**src/rtl/eeprom_status_pkg.sv**
```systemverilog
/*
 * Constants for the serial EEPROM status and write-protection block.
 * Assumes a clocked SPI front end where the serial clock is sampled by clk_i.
 */
package eeprom_status_pkg;
    localparam logic [7:0] CMD_SET_LATCH = 8'h06;
    localparam logic [7:0] CMD_CLEAR_LATCH = 8'h04;
    localparam logic [7:0] CMD_READ_STATUS = 8'h05;
    localparam logic [7:0] CMD_WRITE_STATUS = 8'h01;
    localparam logic [7:0] CMD_WRITE = 8'h02;
    localparam logic [7:0] CMD_READ = 8'h03;
    localparam int BIT_BUSY = 0;
    localparam int BIT_LATCH = 1;
    localparam int BIT_BP0 = 2;
    localparam int BIT_BP1 = 3;
    localparam int BIT_HWPEN = 7;
    localparam logic [5:0] BITS_CMD = 6'h08;
    localparam logic [5:0] BITS_ADDR_END = 6'h18;
    localparam logic [5:0] BITS_DATA = 6'h08;
    localparam logic [5:0] BITS_WSR_END = 6'h10;
    localparam logic [13:0] PROT_START_QUARTER = 14'h3000;
    localparam logic [13:0] PROT_START_HALF = 14'h2000;
    localparam logic [13:0] PROT_START_ALL = 14'h0000;
    localparam int unsigned WRITE_TIME_US = 5000;
    localparam int unsigned CLK_MHZ = 200;
    localparam int unsigned WRITE_CYCLES = WRITE_TIME_US * CLK_MHZ;
endpackage

```
**src/rtl/eeprom_status_write_protect.sv**
```systemverilog
/*
 * Status register and write-protection logic of a serial EEPROM slave.
 * Assumes an SPI mode 0 host; the serial clock, select, data in and protect
 * pin are asynchronous and are synchronised into clk_i.
 */
// Functional notes
// [RULE1] Read-status answers the status byte at any time, even while busy.
// [RULE2] Bit 0 reads one while an internal write runs, else zero.
// [RULE3] Bit 1 mirrors the write-enable latch and is read-only.
// [RULE4] Set and clear latch commands always act, ignoring hardware protection.
// [RULE5] Bits 3 and 2 select protected blocks, changed only by write-status.
// [RULE6] Write-status changes only bit 7, bit 3 and bit 2.
// [RULE7] Protect codes: none, upper quarter, upper half, whole array.
// [RULE8] Array writes into the protected region are always refused.
// [RULE9] Hardware protection holds when pin is low and bit 7 is one.
// [RULE10] Hardware protection blocks only status writes, not unprotected array writes.
// [RULE11] With the latch clear no array or status write completes.
// [RULE12] A completed byte, page or status write clears the latch.
// [RULE13] Internal writes start only when select rises on a byte boundary.
// [RULE14] Array accesses during an internal write are ignored.
// [RULE15] After reset: standby, latch clear, data output not driven.
// [RULE16] Command codes 06h set latch, 04h clear latch, 05h read status.
// [RULE17] Everything shifts most significant bit first in eight-bit bytes.
// [RULE18] The latch sets only when select rises after all eight command bits.
// [RULE19] Bits 6 to 4 read as zero and are ignored on writes.
`timescale 1ns/10ps
`default_nettype none
module eeprom_status_write_protect #(
    parameter int unsigned WRITE_CYCLES = eeprom_status_pkg::WRITE_CYCLES
) (
    input wire logic clk_i,
    input wire logic resetn_i,
    input wire logic enable_i,
    input wire logic sck_i,
    input wire logic cs_n_i,
    input wire logic si_i,
    input wire logic wp_n_i,
    output logic so_o,
    output logic so_oe_o,
    output logic write_busy_flag_o,
    output logic array_write_o,
    output logic [13:0] array_addr_o,
    output logic [7:0] array_data_o
);
    typedef enum logic [1:0] {ST_IDLE, ST_CMD, ST_BODY} phase_t;
    phase_t phase;
    logic [2:0] sck_s;
    logic [2:0] cs_s;
    logic [1:0] si_s;
    logic [1:0] wp_s;
    logic [5:0] bit_cnt;
    logic [7:0] shift_in;
    logic [7:0] cmd;
    logic [7:0] out_byte;
    logic [13:0] addr;
    logic [7:0] page_data;
    logic page_valid;
    logic write_latch_flag;
    logic block_protect_sel0;
    logic block_protect_sel1;
    logic hw_protect_enable;
    logic [31:0] busy_cnt;
    logic pending_array;
    logic sck_rise;
    logic sck_fall;
    logic cs_rise;
    logic cs_fall;
    logic [7:0] next_shift;
    logic [7:0] status_byte;
    logic hw_protected;
    logic addr_protected;
    logic data_boundary;

    // Three flip-flops on sck and select, two on data in and protect; edge detection looks only at settled stages.
    always_ff @(posedge clk_i or negedge resetn_i) begin
        if (!resetn_i) begin
            sck_s <= 3'h0;
            cs_s <= 3'h7;
            si_s <= 2'h0;
            wp_s <= 2'h3;
        end else if (enable_i) begin
            sck_s <= {sck_s[1:0], sck_i};
            cs_s <= {cs_s[1:0], cs_n_i};
            si_s <= {si_s[0], si_i};
            wp_s <= {wp_s[0], wp_n_i};
        end
    end

    // Edge strobes and protection decode.
    assign sck_rise = sck_s[1] & ~sck_s[2];
    assign sck_fall = ~sck_s[1] & sck_s[2];
    assign cs_rise = cs_s[1] & ~cs_s[2];
    assign cs_fall = ~cs_s[1] & cs_s[2];
    assign next_shift = {shift_in[6:0], si_s[1]}; // [RULE17]
    assign hw_protected = ~wp_s[1] & hw_protect_enable; // [RULE9]
    assign status_byte = {hw_protect_enable, 3'h0, block_protect_sel1, block_protect_sel0,
                          write_latch_flag, (busy_cnt != 32'h0)}; // [RULE2] [RULE3] [RULE19]
    assign data_boundary = (bit_cnt >= eeprom_status_pkg::BITS_ADDR_END)
        && (((bit_cnt - eeprom_status_pkg::BITS_ADDR_END) & 6'h07) == 6'h00)
        && (bit_cnt != eeprom_status_pkg::BITS_ADDR_END);

    // Region selected by the block-protect bits.
    always_comb begin
        case ({block_protect_sel1, block_protect_sel0}) // [RULE7]
            2'b01: addr_protected = addr >= eeprom_status_pkg::PROT_START_QUARTER;
            2'b10: addr_protected = addr >= eeprom_status_pkg::PROT_START_HALF;
            2'b11: addr_protected = addr >= eeprom_status_pkg::PROT_START_ALL;
            default: addr_protected = 1'b0;
        endcase
    end

    // Frame sequencing: command byte, then address and data bits.
    always_ff @(posedge clk_i or negedge resetn_i) begin
        if (!resetn_i) begin
            phase <= ST_IDLE;
            bit_cnt <= 6'h00;
            shift_in <= 8'h00;
            cmd <= 8'h00;
            addr <= 14'h0000;
        end else if (enable_i) begin
            if (cs_s[1]) begin
                phase <= ST_IDLE;
                bit_cnt <= 6'h00;
            end else if (sck_rise) begin
                shift_in <= next_shift;
                bit_cnt <= bit_cnt + 6'h01;
                if (bit_cnt == eeprom_status_pkg::BITS_CMD - 6'h01) begin
                    cmd <= next_shift;
                    phase <= ST_BODY;
                end else if (bit_cnt == 6'h00) begin
                    phase <= ST_CMD;
                end
                if (bit_cnt > eeprom_status_pkg::BITS_CMD + 6'h01
                    && bit_cnt < eeprom_status_pkg::BITS_ADDR_END) begin
                    addr <= {addr[12:0], si_s[1]};
                end else if (data_boundary && page_valid) begin
                    addr <= addr + 14'h0001;
                end
            end
        end
    end

    // Last full data byte of a write frame; the page buffer itself lives in the array.
    always_ff @(posedge clk_i or negedge resetn_i) begin
        if (!resetn_i) begin
            page_data <= 8'h00;
            page_valid <= 1'b0;
        end else if (enable_i) begin
            if (cs_fall) begin
                page_valid <= 1'b0;
            end else if (!cs_s[1] && sck_rise && cmd == eeprom_status_pkg::CMD_WRITE
                         && phase == ST_BODY
                         && bit_cnt >= eeprom_status_pkg::BITS_ADDR_END
                             + eeprom_status_pkg::BITS_DATA - 6'h01
                         && (bit_cnt & (eeprom_status_pkg::BITS_DATA - 6'h01))
                             == eeprom_status_pkg::BITS_DATA - 6'h01) begin
                page_data <= next_shift;
                page_valid <= 1'b1;
            end
        end
    end

    // Latch, nonvolatile bits and internal write timer, acting on select rising.
    always_ff @(posedge clk_i or negedge resetn_i) begin
        if (!resetn_i) begin
            write_latch_flag <= 1'b0; // [RULE15]
            block_protect_sel0 <= 1'b0;
            block_protect_sel1 <= 1'b0;
            hw_protect_enable <= 1'b0;
            busy_cnt <= 32'h0;
            pending_array <= 1'b0;
        end else if (enable_i) begin
            if (busy_cnt != 32'h0) begin
                busy_cnt <= busy_cnt - 32'h1;
                if (busy_cnt == 32'h1) begin
                    pending_array <= 1'b0;
                    write_latch_flag <= 1'b0; // [RULE12]
                end
            end
            if (cs_rise && phase == ST_BODY) begin
                if (cmd == eeprom_status_pkg::CMD_SET_LATCH
                    && bit_cnt == eeprom_status_pkg::BITS_CMD) begin
                    write_latch_flag <= 1'b1; // [RULE4] [RULE16] [RULE18]
                end else if (cmd == eeprom_status_pkg::CMD_CLEAR_LATCH
                             && bit_cnt == eeprom_status_pkg::BITS_CMD) begin
                    write_latch_flag <= 1'b0; // [RULE4] [RULE16]
                end else if (busy_cnt == 32'h0 && write_latch_flag) begin // [RULE11] [RULE14]
                    if (cmd == eeprom_status_pkg::CMD_WRITE_STATUS
                        && bit_cnt == eeprom_status_pkg::BITS_WSR_END
                        && !hw_protected) begin // [RULE10] [RULE13]
                        hw_protect_enable <= shift_in[eeprom_status_pkg::BIT_HWPEN]; // [RULE6]
                        block_protect_sel1 <= shift_in[eeprom_status_pkg::BIT_BP1]; // [RULE5]
                        block_protect_sel0 <= shift_in[eeprom_status_pkg::BIT_BP0];
                        busy_cnt <= WRITE_CYCLES;
                    end else if (cmd == eeprom_status_pkg::CMD_WRITE && page_valid
                                 && data_boundary && !addr_protected) begin // [RULE8] [RULE13]
                        busy_cnt <= WRITE_CYCLES;
                        pending_array <= 1'b1;
                    end
                end
            end
        end
    end

    // Array write strobe issued once the frame has been accepted.
    always_ff @(posedge clk_i or negedge resetn_i) begin
        if (!resetn_i) begin
            array_write_o <= 1'b0;
            array_addr_o <= 14'h0000;
            array_data_o <= 8'h00;
            write_busy_flag_o <= 1'b0;
        end else if (enable_i) begin
            // Fires in the cycle after the timer is loaded, so exactly once per commit.
            array_write_o <= pending_array && busy_cnt == WRITE_CYCLES; // [RULE13]
            array_addr_o <= addr;
            array_data_o <= page_data;
            write_busy_flag_o <= busy_cnt != 32'h0; // [RULE2]
        end
    end

    // Status byte shifted out on falling serial clock during read-status.
    always_ff @(posedge clk_i or negedge resetn_i) begin
        if (!resetn_i) begin
            so_o <= 1'b0;
            so_oe_o <= 1'b0; // [RULE15]
            out_byte <= 8'h00;
        end else if (enable_i) begin
            if (cs_s[1]) begin
                so_oe_o <= 1'b0;
            end else if (sck_fall && phase == ST_BODY
                         && cmd == eeprom_status_pkg::CMD_READ_STATUS) begin // [RULE1]
                if (bit_cnt[2:0] == 3'h0) begin
                    so_o <= status_byte[7];
                    out_byte <= {status_byte[6:0], 1'b0};
                end else begin
                    so_o <= out_byte[7];
                    out_byte <= {out_byte[6:0], 1'b0};
                end
                so_oe_o <= 1'b1;
            end
        end
    end
endmodule
`default_nettype wire

```
**config.mk**
```make
export PLATFORM = sky130hd
export DESIGN_NAME = eeprom_status_write_protect
export DESIGN_NICKNAME = d
export VERILOG_FILES = /design/src/rtl/eeprom_status_pkg.sv /design/src/rtl/eeprom_status_write_protect.sv
export SDC_FILE = /design/constraint.sdc
export NUM_CORES = 1
export LEC_CHECK = 0
export BUFFER_PORTS_ARGS = -buffer_cell sky130_fd_sc_hd__buf_2
export CORE_MARGIN = 8
export CORE_UTILIZATION = 55
export CTS_BUF_LIST = sky130_fd_sc_hd__clkbuf_8 sky130_fd_sc_hd__clkbuf_16
export CTS_CLUSTER_DIAMETER = 40
export DETAILED_ROUTE_END_ITERATION = 12
export GPL_ROUTABILITY_DRIVEN = 1
export PLACE_DENSITY = 0.73
export SYNTH_ARGS = -nofsm -noshare
export SYNTH_HDL_FRONTEND = slang
export SYNTH_SLANG_ARGS = --single-unit
```
**constraint.sdc**
```tcl
create_clock -name clk_i -period 3.1 [get_ports clk_i]
set_input_delay 0.62 -clock clk_i [delete_from_list [all_inputs] [get_ports clk_i]]
set_output_delay 0.62 -clock clk_i [all_outputs]
set_load 0.02 [all_outputs]
```
==> results of run 1 <==
## state kept, by name (all words and copies together), names as in the netlist, 2 cells and up
name          flops
page_data         8
cs_s              3
bit_cnt           6
array_data_o      8
cmd               8
wp_s              2
shift_in          8
sck_s             3
si_s              2
out_byte          7
array_addr_o     14
busy_cnt         32
phase             2
addr             14
## metal layers
metal / share of wire / up-vias
met5: 0 / -
met4: 0.017 / 0
met3: 0.039 / 20
met2: 0.51 / 100
met1: 0.44 / 2279
li1: - / 2113
## critical path, stage by stage, from the launching register on
cell	delay [ps]
dfrtp_1	470
or4_4	590
or4_4	580
a2111o_1	470
or4_4	460
xnor2_2	140
## per-stage QoR
step                      power (mW)  instances  hold WS, ps
final                           4.43        742          124
after global routing            4.63        742          187
after CTS                       4.45        742          149
after detailed placement        2.58        710          466
after global placement          2.55        710          462
after floorplan                 2.38        556          324
## final timing paths
check	cells past startpoint	slack, ps	endpoint	start
worst max-delay path	5	270	busy_cnt[28]	busy_cnt[2]
worst min-delay path	1	120	busy_cnt[30]	resetn_i
worst max register to register	5	270	busy_cnt[28]	busy_cnt[2]
worst min register to register	1	470	busy_cnt[25]	busy_cnt[25]
max in group asynchronous	2	2160	array_addr_o[10]	resetn_i
min in group clk_i	2	320	si_s[0]	si_i
## cells by family after synthesis
group / count (synthesis) / synth area share
fa+ha+maj: 9 / 0.0187
buf+inv: 41 / 0.0268
flops: 127 / 0.528
xor+xnor: 22 / 0.0332
mux: 56 / 0.104
simple gates: 210 / 0.192
compound gates: 91 / 0.0976
## final cells by class
type,count,share of cell area
Tap cell,140,0.0254
Clock buffer,18,0.0620
Sequential cell,127,0.461
Multi-Input combinational cell,388,0.389
Timing Repair Buffer,43,0.0373
Inverter,12,0.00653
Clock inverter,14,0.0183
## power by group through the flow
stage / clock network, mW / logic [mW] / registers [mW]
floorplan: 0 / 0.397 / 1.99
global placement: 0 / 0.499 / 2.05
detailed placement: 0 / 0.512 / 2.06
CTS: 1.89 / 0.525 / 2.04
global route: 1.97 / 0.581 / 2.07
finish: 1.87 / 0.520 / 2.05
## Yosys cell counts, types with 2 or more instances
master / instances / area (sq um)
xor2_1: 4 / 35.0
a311oi_1: 3 / 26.3
buf_1: 2 / 7.51
o211ai_1: 2 / 15.0
inv_1: 12 / 45.0
or4_4: 3 / 33.8
and3_1: 5 / 31.3
a31oi_1: 4 / 25.0
nor3b_1: 5 / 37.5
mux2_2: 51 / 574
or2_2: 3 / 18.8
nand2b_1: 2 / 12.5
nand4_1: 15 / 93.8
mux2i_1: 5 / 50.1
a2bb2oi_1: 4 / 35.0
clkbuf_1: 26 / 97.6
nor2b_1: 10 / 62.6
nor3_1: 15 / 75.1
o21ai_0: 26 / 130
ha_1: 9 / 113
o221a_2: 2 / 22.5
a41oi_1: 2 / 17.5
or4_1: 9 / 67.6
nor4_1: 17 / 106
dfrtp_1: 122 / 3050
a22o_1: 3 / 26.3
or3_1: 9 / 56.3
nand2_1: 62 / 233
nor2_1: 17 / 63.8
o21a_1: 2 / 15.0
and4_1: 3 / 26.3
dfstp_2: 5 / 131
o31ai_1: 5 / 37.5
nand4b_1: 5 / 43.8
and2_1: 2 / 12.5
a21oi_1: 18 / 90.1
o22ai_1: 9 / 56.3
nand3_1: 20 / 100
nand4bb_1: 3 / 33.8
xnor2_1: 17 / 149
==> out/metrics.yaml, run 1 <==
multi_input_logic_area_sq_um: 2690
cp_max_fo: 10
placed_wire_length_estimate_after_detailed_placement_um: 8970
final_period_minus_worst_setup_slack_ps: 2830
leading_cell_types_in_the_layout_fill_and_taps_excluded: "122 x dfrtp_1, 62 x nand2_1, 51 x mux2_2, 31 x buf_2, 26 x o21ai_0"
initial_utilization: 0.561
max_clock_freq_mhz: 353
pwr-share-comb: 0.117
drt_pass1_iterations: 5
gr-max-usage-layer: "met2"
path_clk_slew_ps: 60
finalWirelength_um: 13200
hp-class: "primary input to async pin"
rsz0062_at_grt: "false"
yosys_warnings: 0
timing.slew.headroom: 0.523
ys_ff_latch: 127
regArea_sq_um: 3180
synth_nets: 572
final_net_count: 605
slew_at_the_pin_closest_to_its_max_slew_limit_ps: 712
cp-end-kind: "flip-flop"
antenna_cells: 0
synthesis.instances: 556
synth.distinct_cells: 58
final.fill_count: 858
post_route_cells_drive_above_1_share: 0.234
synth-seq-area-share: 0.528
grt_use_total: 0.195
slew_viol_final: 0
final-hold-violation-count: 0
average_footprint_of_a_synthesized_cell_sq_um: 10.8
gpl_congestion: 0.875
tritoncts_num_sinks: 127
largest_net_degree_at_the_start_of_global_routing: 53
final.period_utilization: 0.913
vias_per_std_cell: 6.08
chipHeight_um: 121
portBuffers: 32
drv_cap: 0
cts_post_setup_buffers_inserted: 0
synthesis.area_sq_um: 6030
ctsLongestPathBuffers: 2
floorplan.die_area_sq_um: 14600
most_common_cell_after_layout_fill_and_taps_aside: "dfrtp_1"
drc_violations: 0
power_per_cell_area_nw_per_um2: 642
path_class: "flip-flop to flip-flop"
grt_remaining_overflow: 0
placement.setup.worst_slack_ps: 284
cp.required_ps: 3510
cts_tree: "built"
ant_nets: 0
detailroute.via_count: 4512
fp-row-count: 38
post_cts_repair_resize_count: 0
die_w_um: 121
synth-main-ff-cell: "dfrtp_1"
asyncSetResetFlopFracSynth: 1.00
number_of_antenna_violations_at_the_first_check_in_global_routing: 0
worst-endpoint-arrival_ps: 3240
grt_pass1_vias: 4522
1st_iter_drt_viols: 336
htreeDepth: 4
placed_area_sq_um: 6350
internal_power_mw: 3.19
flow.area_growth_from_synthesis_pct: 14.5
synth_edf_count: 0
grt_first_pass_wirelength_um: 22800
vdd_drop_max_mv: 0.434
cts_inserted_buffers: 17
timing.setup.tns_ps: 0
share_of_total_power_consumed_by_net_switching: 0.280
p_seq_frac: 0.462
clk-insertion-delay-late_ps: 530
clock_network_power_share: 0.421
utilization: 0.642
setup_slack_ps: 268
total_switching_power_mw: 1.24
met3_usage: 0.0457
final_design_instance_area_without_fill_sq_um: 6900
cp-start-kind: "flip-flop"
hold_buffers: 0
floorplan.io_pins: 33
outcome: "complete, no violations"
power.static_leakage_nw: 3.17
route.detailed.wl_per_inst_um: 17.7
placeableCoreArea_sq_um: 10700
timing.clock.skew_ps: 6.58
grt_util_met2: 0.322
setup_viol: 0
grt_use_met1: 0.244
cts_root_buf: "clkbuf_8"
Power figures use the tool's default switching activity.
==> run 2: changes to the inputs <==
CORE_MARGIN = not set   (was 8)
CTS_BUF_LIST = sky130_fd_sc_hd__clkbuf_4 sky130_fd_sc_hd__clkbuf_8   (was sky130_fd_sc_hd__clkbuf_8 sky130_fd_sc_hd__clkbuf_16)
==> run 2 against run 1 <==
Against the previous run: global-route usage grew 5.2 points; combinational power shrank 1%; routed wire length shrank 4.3%; clock-buffer cell count grew 1; sequential share of layout area grew 1.1 points; non-clock buffer count is the same; critical path type unchanged; largest power group unchanged.
==> out/metrics.yaml, run 2 (synthesis results as in run 1) <==
max_clock_freq_mhz: 354
power_per_cell_area_nw_per_um2: 586
startpoint: "busy_cnt[2]"
regToRegStartpoint: "busy_cnt[2]"
initial_utilization: 0.576
cts_inserted_buffers: 17
number_of_antenna_violations_at_the_first_check_in_global_routing: 0
critical_path_buf_inv_count: 0
reg2reg_end: "busy_cnt[28]"
placeableCoreArea_sq_um: 10500
timing.slew.headroom: 0.406
regMostFlops: "busy_cnt"
1st_iter_drt_viols: 225
antenna_cells: 0
grt_remaining_overflow: 0
final_period_minus_worst_setup_slack_ps: 2830
biggestRegsByFlops: "busy_cnt (32), addr (14), array_addr_o (14)"
htreeDepth: 4
critical_path.endpoint: "busy_cnt[28]"
power.static_leakage_nw: 3.08
final.fill_count: 844
gpl_congestion: 0.842
reg2reg_depth: 5
grt_use_total: 0.247
crit_family: "simple AND/OR/NAND/NOR gates"
cp.required_ps: 3440
detailroute.via_count: 4434
ant_nets: 0
vias_per_std_cell: 6.01
finalWirelength_um: 12600
tritoncts_num_sinks: 127
critical-path-max-stage-delay_ps: 600
chipHeight_um: 107
hold_buffers: 0
cp-start-kind: "flip-flop"
final_design_instance_area_without_fill_sq_um: 6750
dp.cells: 706
cp_max_fo: 10
die_w_um: 107
drc_violations: 0
leading_cell_types_in_the_layout_fill_and_taps_excluded: "122 x dfrtp_1, 62 x nand2_1, 51 x mux2_2, 31 x buf_2, 26 x o21ai_0"
grt_first_pass_wirelength_um: 21600
cts_root_buf: "clkbuf_8"
cts_tree: "built"
hp-class: "primary input to async pin"
ctsLongestPathBuffers: 2
largest_net_degree_at_the_start_of_global_routing: 46
vdd_drop_max_mv: 0.399
most_common_cell_after_layout_fill_and_taps_aside: "dfrtp_1"
floorplan.io_pins: 33
timing.setup.tns_ps: 0
final_net_count: 605
largest_register_ff_count: 32
placed_wire_length_estimate_after_detailed_placement_um: 8770
portBuffers: 32
slew_at_the_pin_closest_to_its_max_slew_limit_ps: 883
crit_path_cell_trace: "or4_4 -> or4_4 -> a2111o_1 -> or4_4 -> xnor2_2"
final-hold-violation-count: 0
post_cts_repair_resize_count: 0
slowest_stage: "or4_4"
reg2reg_setup_slack_ps: 270
post_route_cells_drive_above_1_share: 0.238
timing.clock.skew_ps: 15.1
flow.area_growth_from_synthesis_pct: 11.9
final.period_utilization: 0.911
slew_viol_final: 0
cp-end-kind: "flip-flop"
multi_input_logic_area_sq_um: 2690
fp-row-count: 37
floorplan.die_area_sq_um: 11400
path_class: "flip-flop to flip-flop"
path_depth: 5
path_clk_slew_ps: 80
rsz0062_at_grt: "false"
critPathMostFrequentCell: "or4_4"
outcome: "complete, no violations"
drt_pass1_iterations: 4
cts_post_setup_buffers_inserted: 0
setup_viol: 0
regArea_sq_um: 3180
route.detailed.wl_per_inst_um: 17.1
worst-endpoint-arrival_ps: 3160
fin_cells: 738
drv_cap: 0
placed_area_sq_um: 6360
clk-insertion-delay-late_ps: 450
grt_pass1_vias: 4500
-- run 2: worst reg2reg max path, stage by stage (launching register included) --
cell and delay (ps):
dfrtp_1 480, or4_4 600, or4_4 580, a2111o_1 460
or4_4 460, xnor2_2 140
-- run 2: final cells by class --
cell class	count	share of cell area
clock buffer	19	0.0388
multi-input combinational	388	0.398
tap	136	0.0252
clock inverter	13	0.0189
timing repair buffer	43	0.0401
sequential	127	0.472
inverter	12	0.00668
-- run 2: stage by stage --
step,total power [mW],hold slack (ps),setup WS (ps),utilization
floorplan,2.38,324,412,-
global placement,2.55,459,317,0.608
detailed placement,2.58,464,282,0.608
CTS,3.98,177,257,0.645
global route,4.14,198,187,0.645
finish,3.95,173,275,0.645
-- run 2: where the power goes --
group / leakage (nW) / internal (mW) / switching [mW]
registers: 1.69 / 1.82 / 0.226
logic: 1.20 / 0.219 / 0.295
clock network: 0.184 / 0.689 / 0.707
-- run 2: metal layers --
layer | GRT usage | up-vias | routed length, um
li1 | - | 2117 | -
met2 | 0.411 | 88 | 6360
met3 | 0.0608 | 18 | 524
met4 | 0.103 | 0 | 186
met1 | 0.308 | 2211 | 5520
met5 | 0 | - | 0
-- run 2: worst min path at each step --
stage	start	to	slack [ps]	depth (start not counted)
finish	resetn_i	busy_cnt[31]	170	1
detailed placement	busy_cnt[31]	busy_cnt[31]	460	1
global placement	out_byte[1]	out_byte[1]	460	2
floorplan	resetn_i	addr[0]	320	0
CTS	resetn_i	write_busy_flag_o	180	1
global route	resetn_i	sck_s[1]	200	1
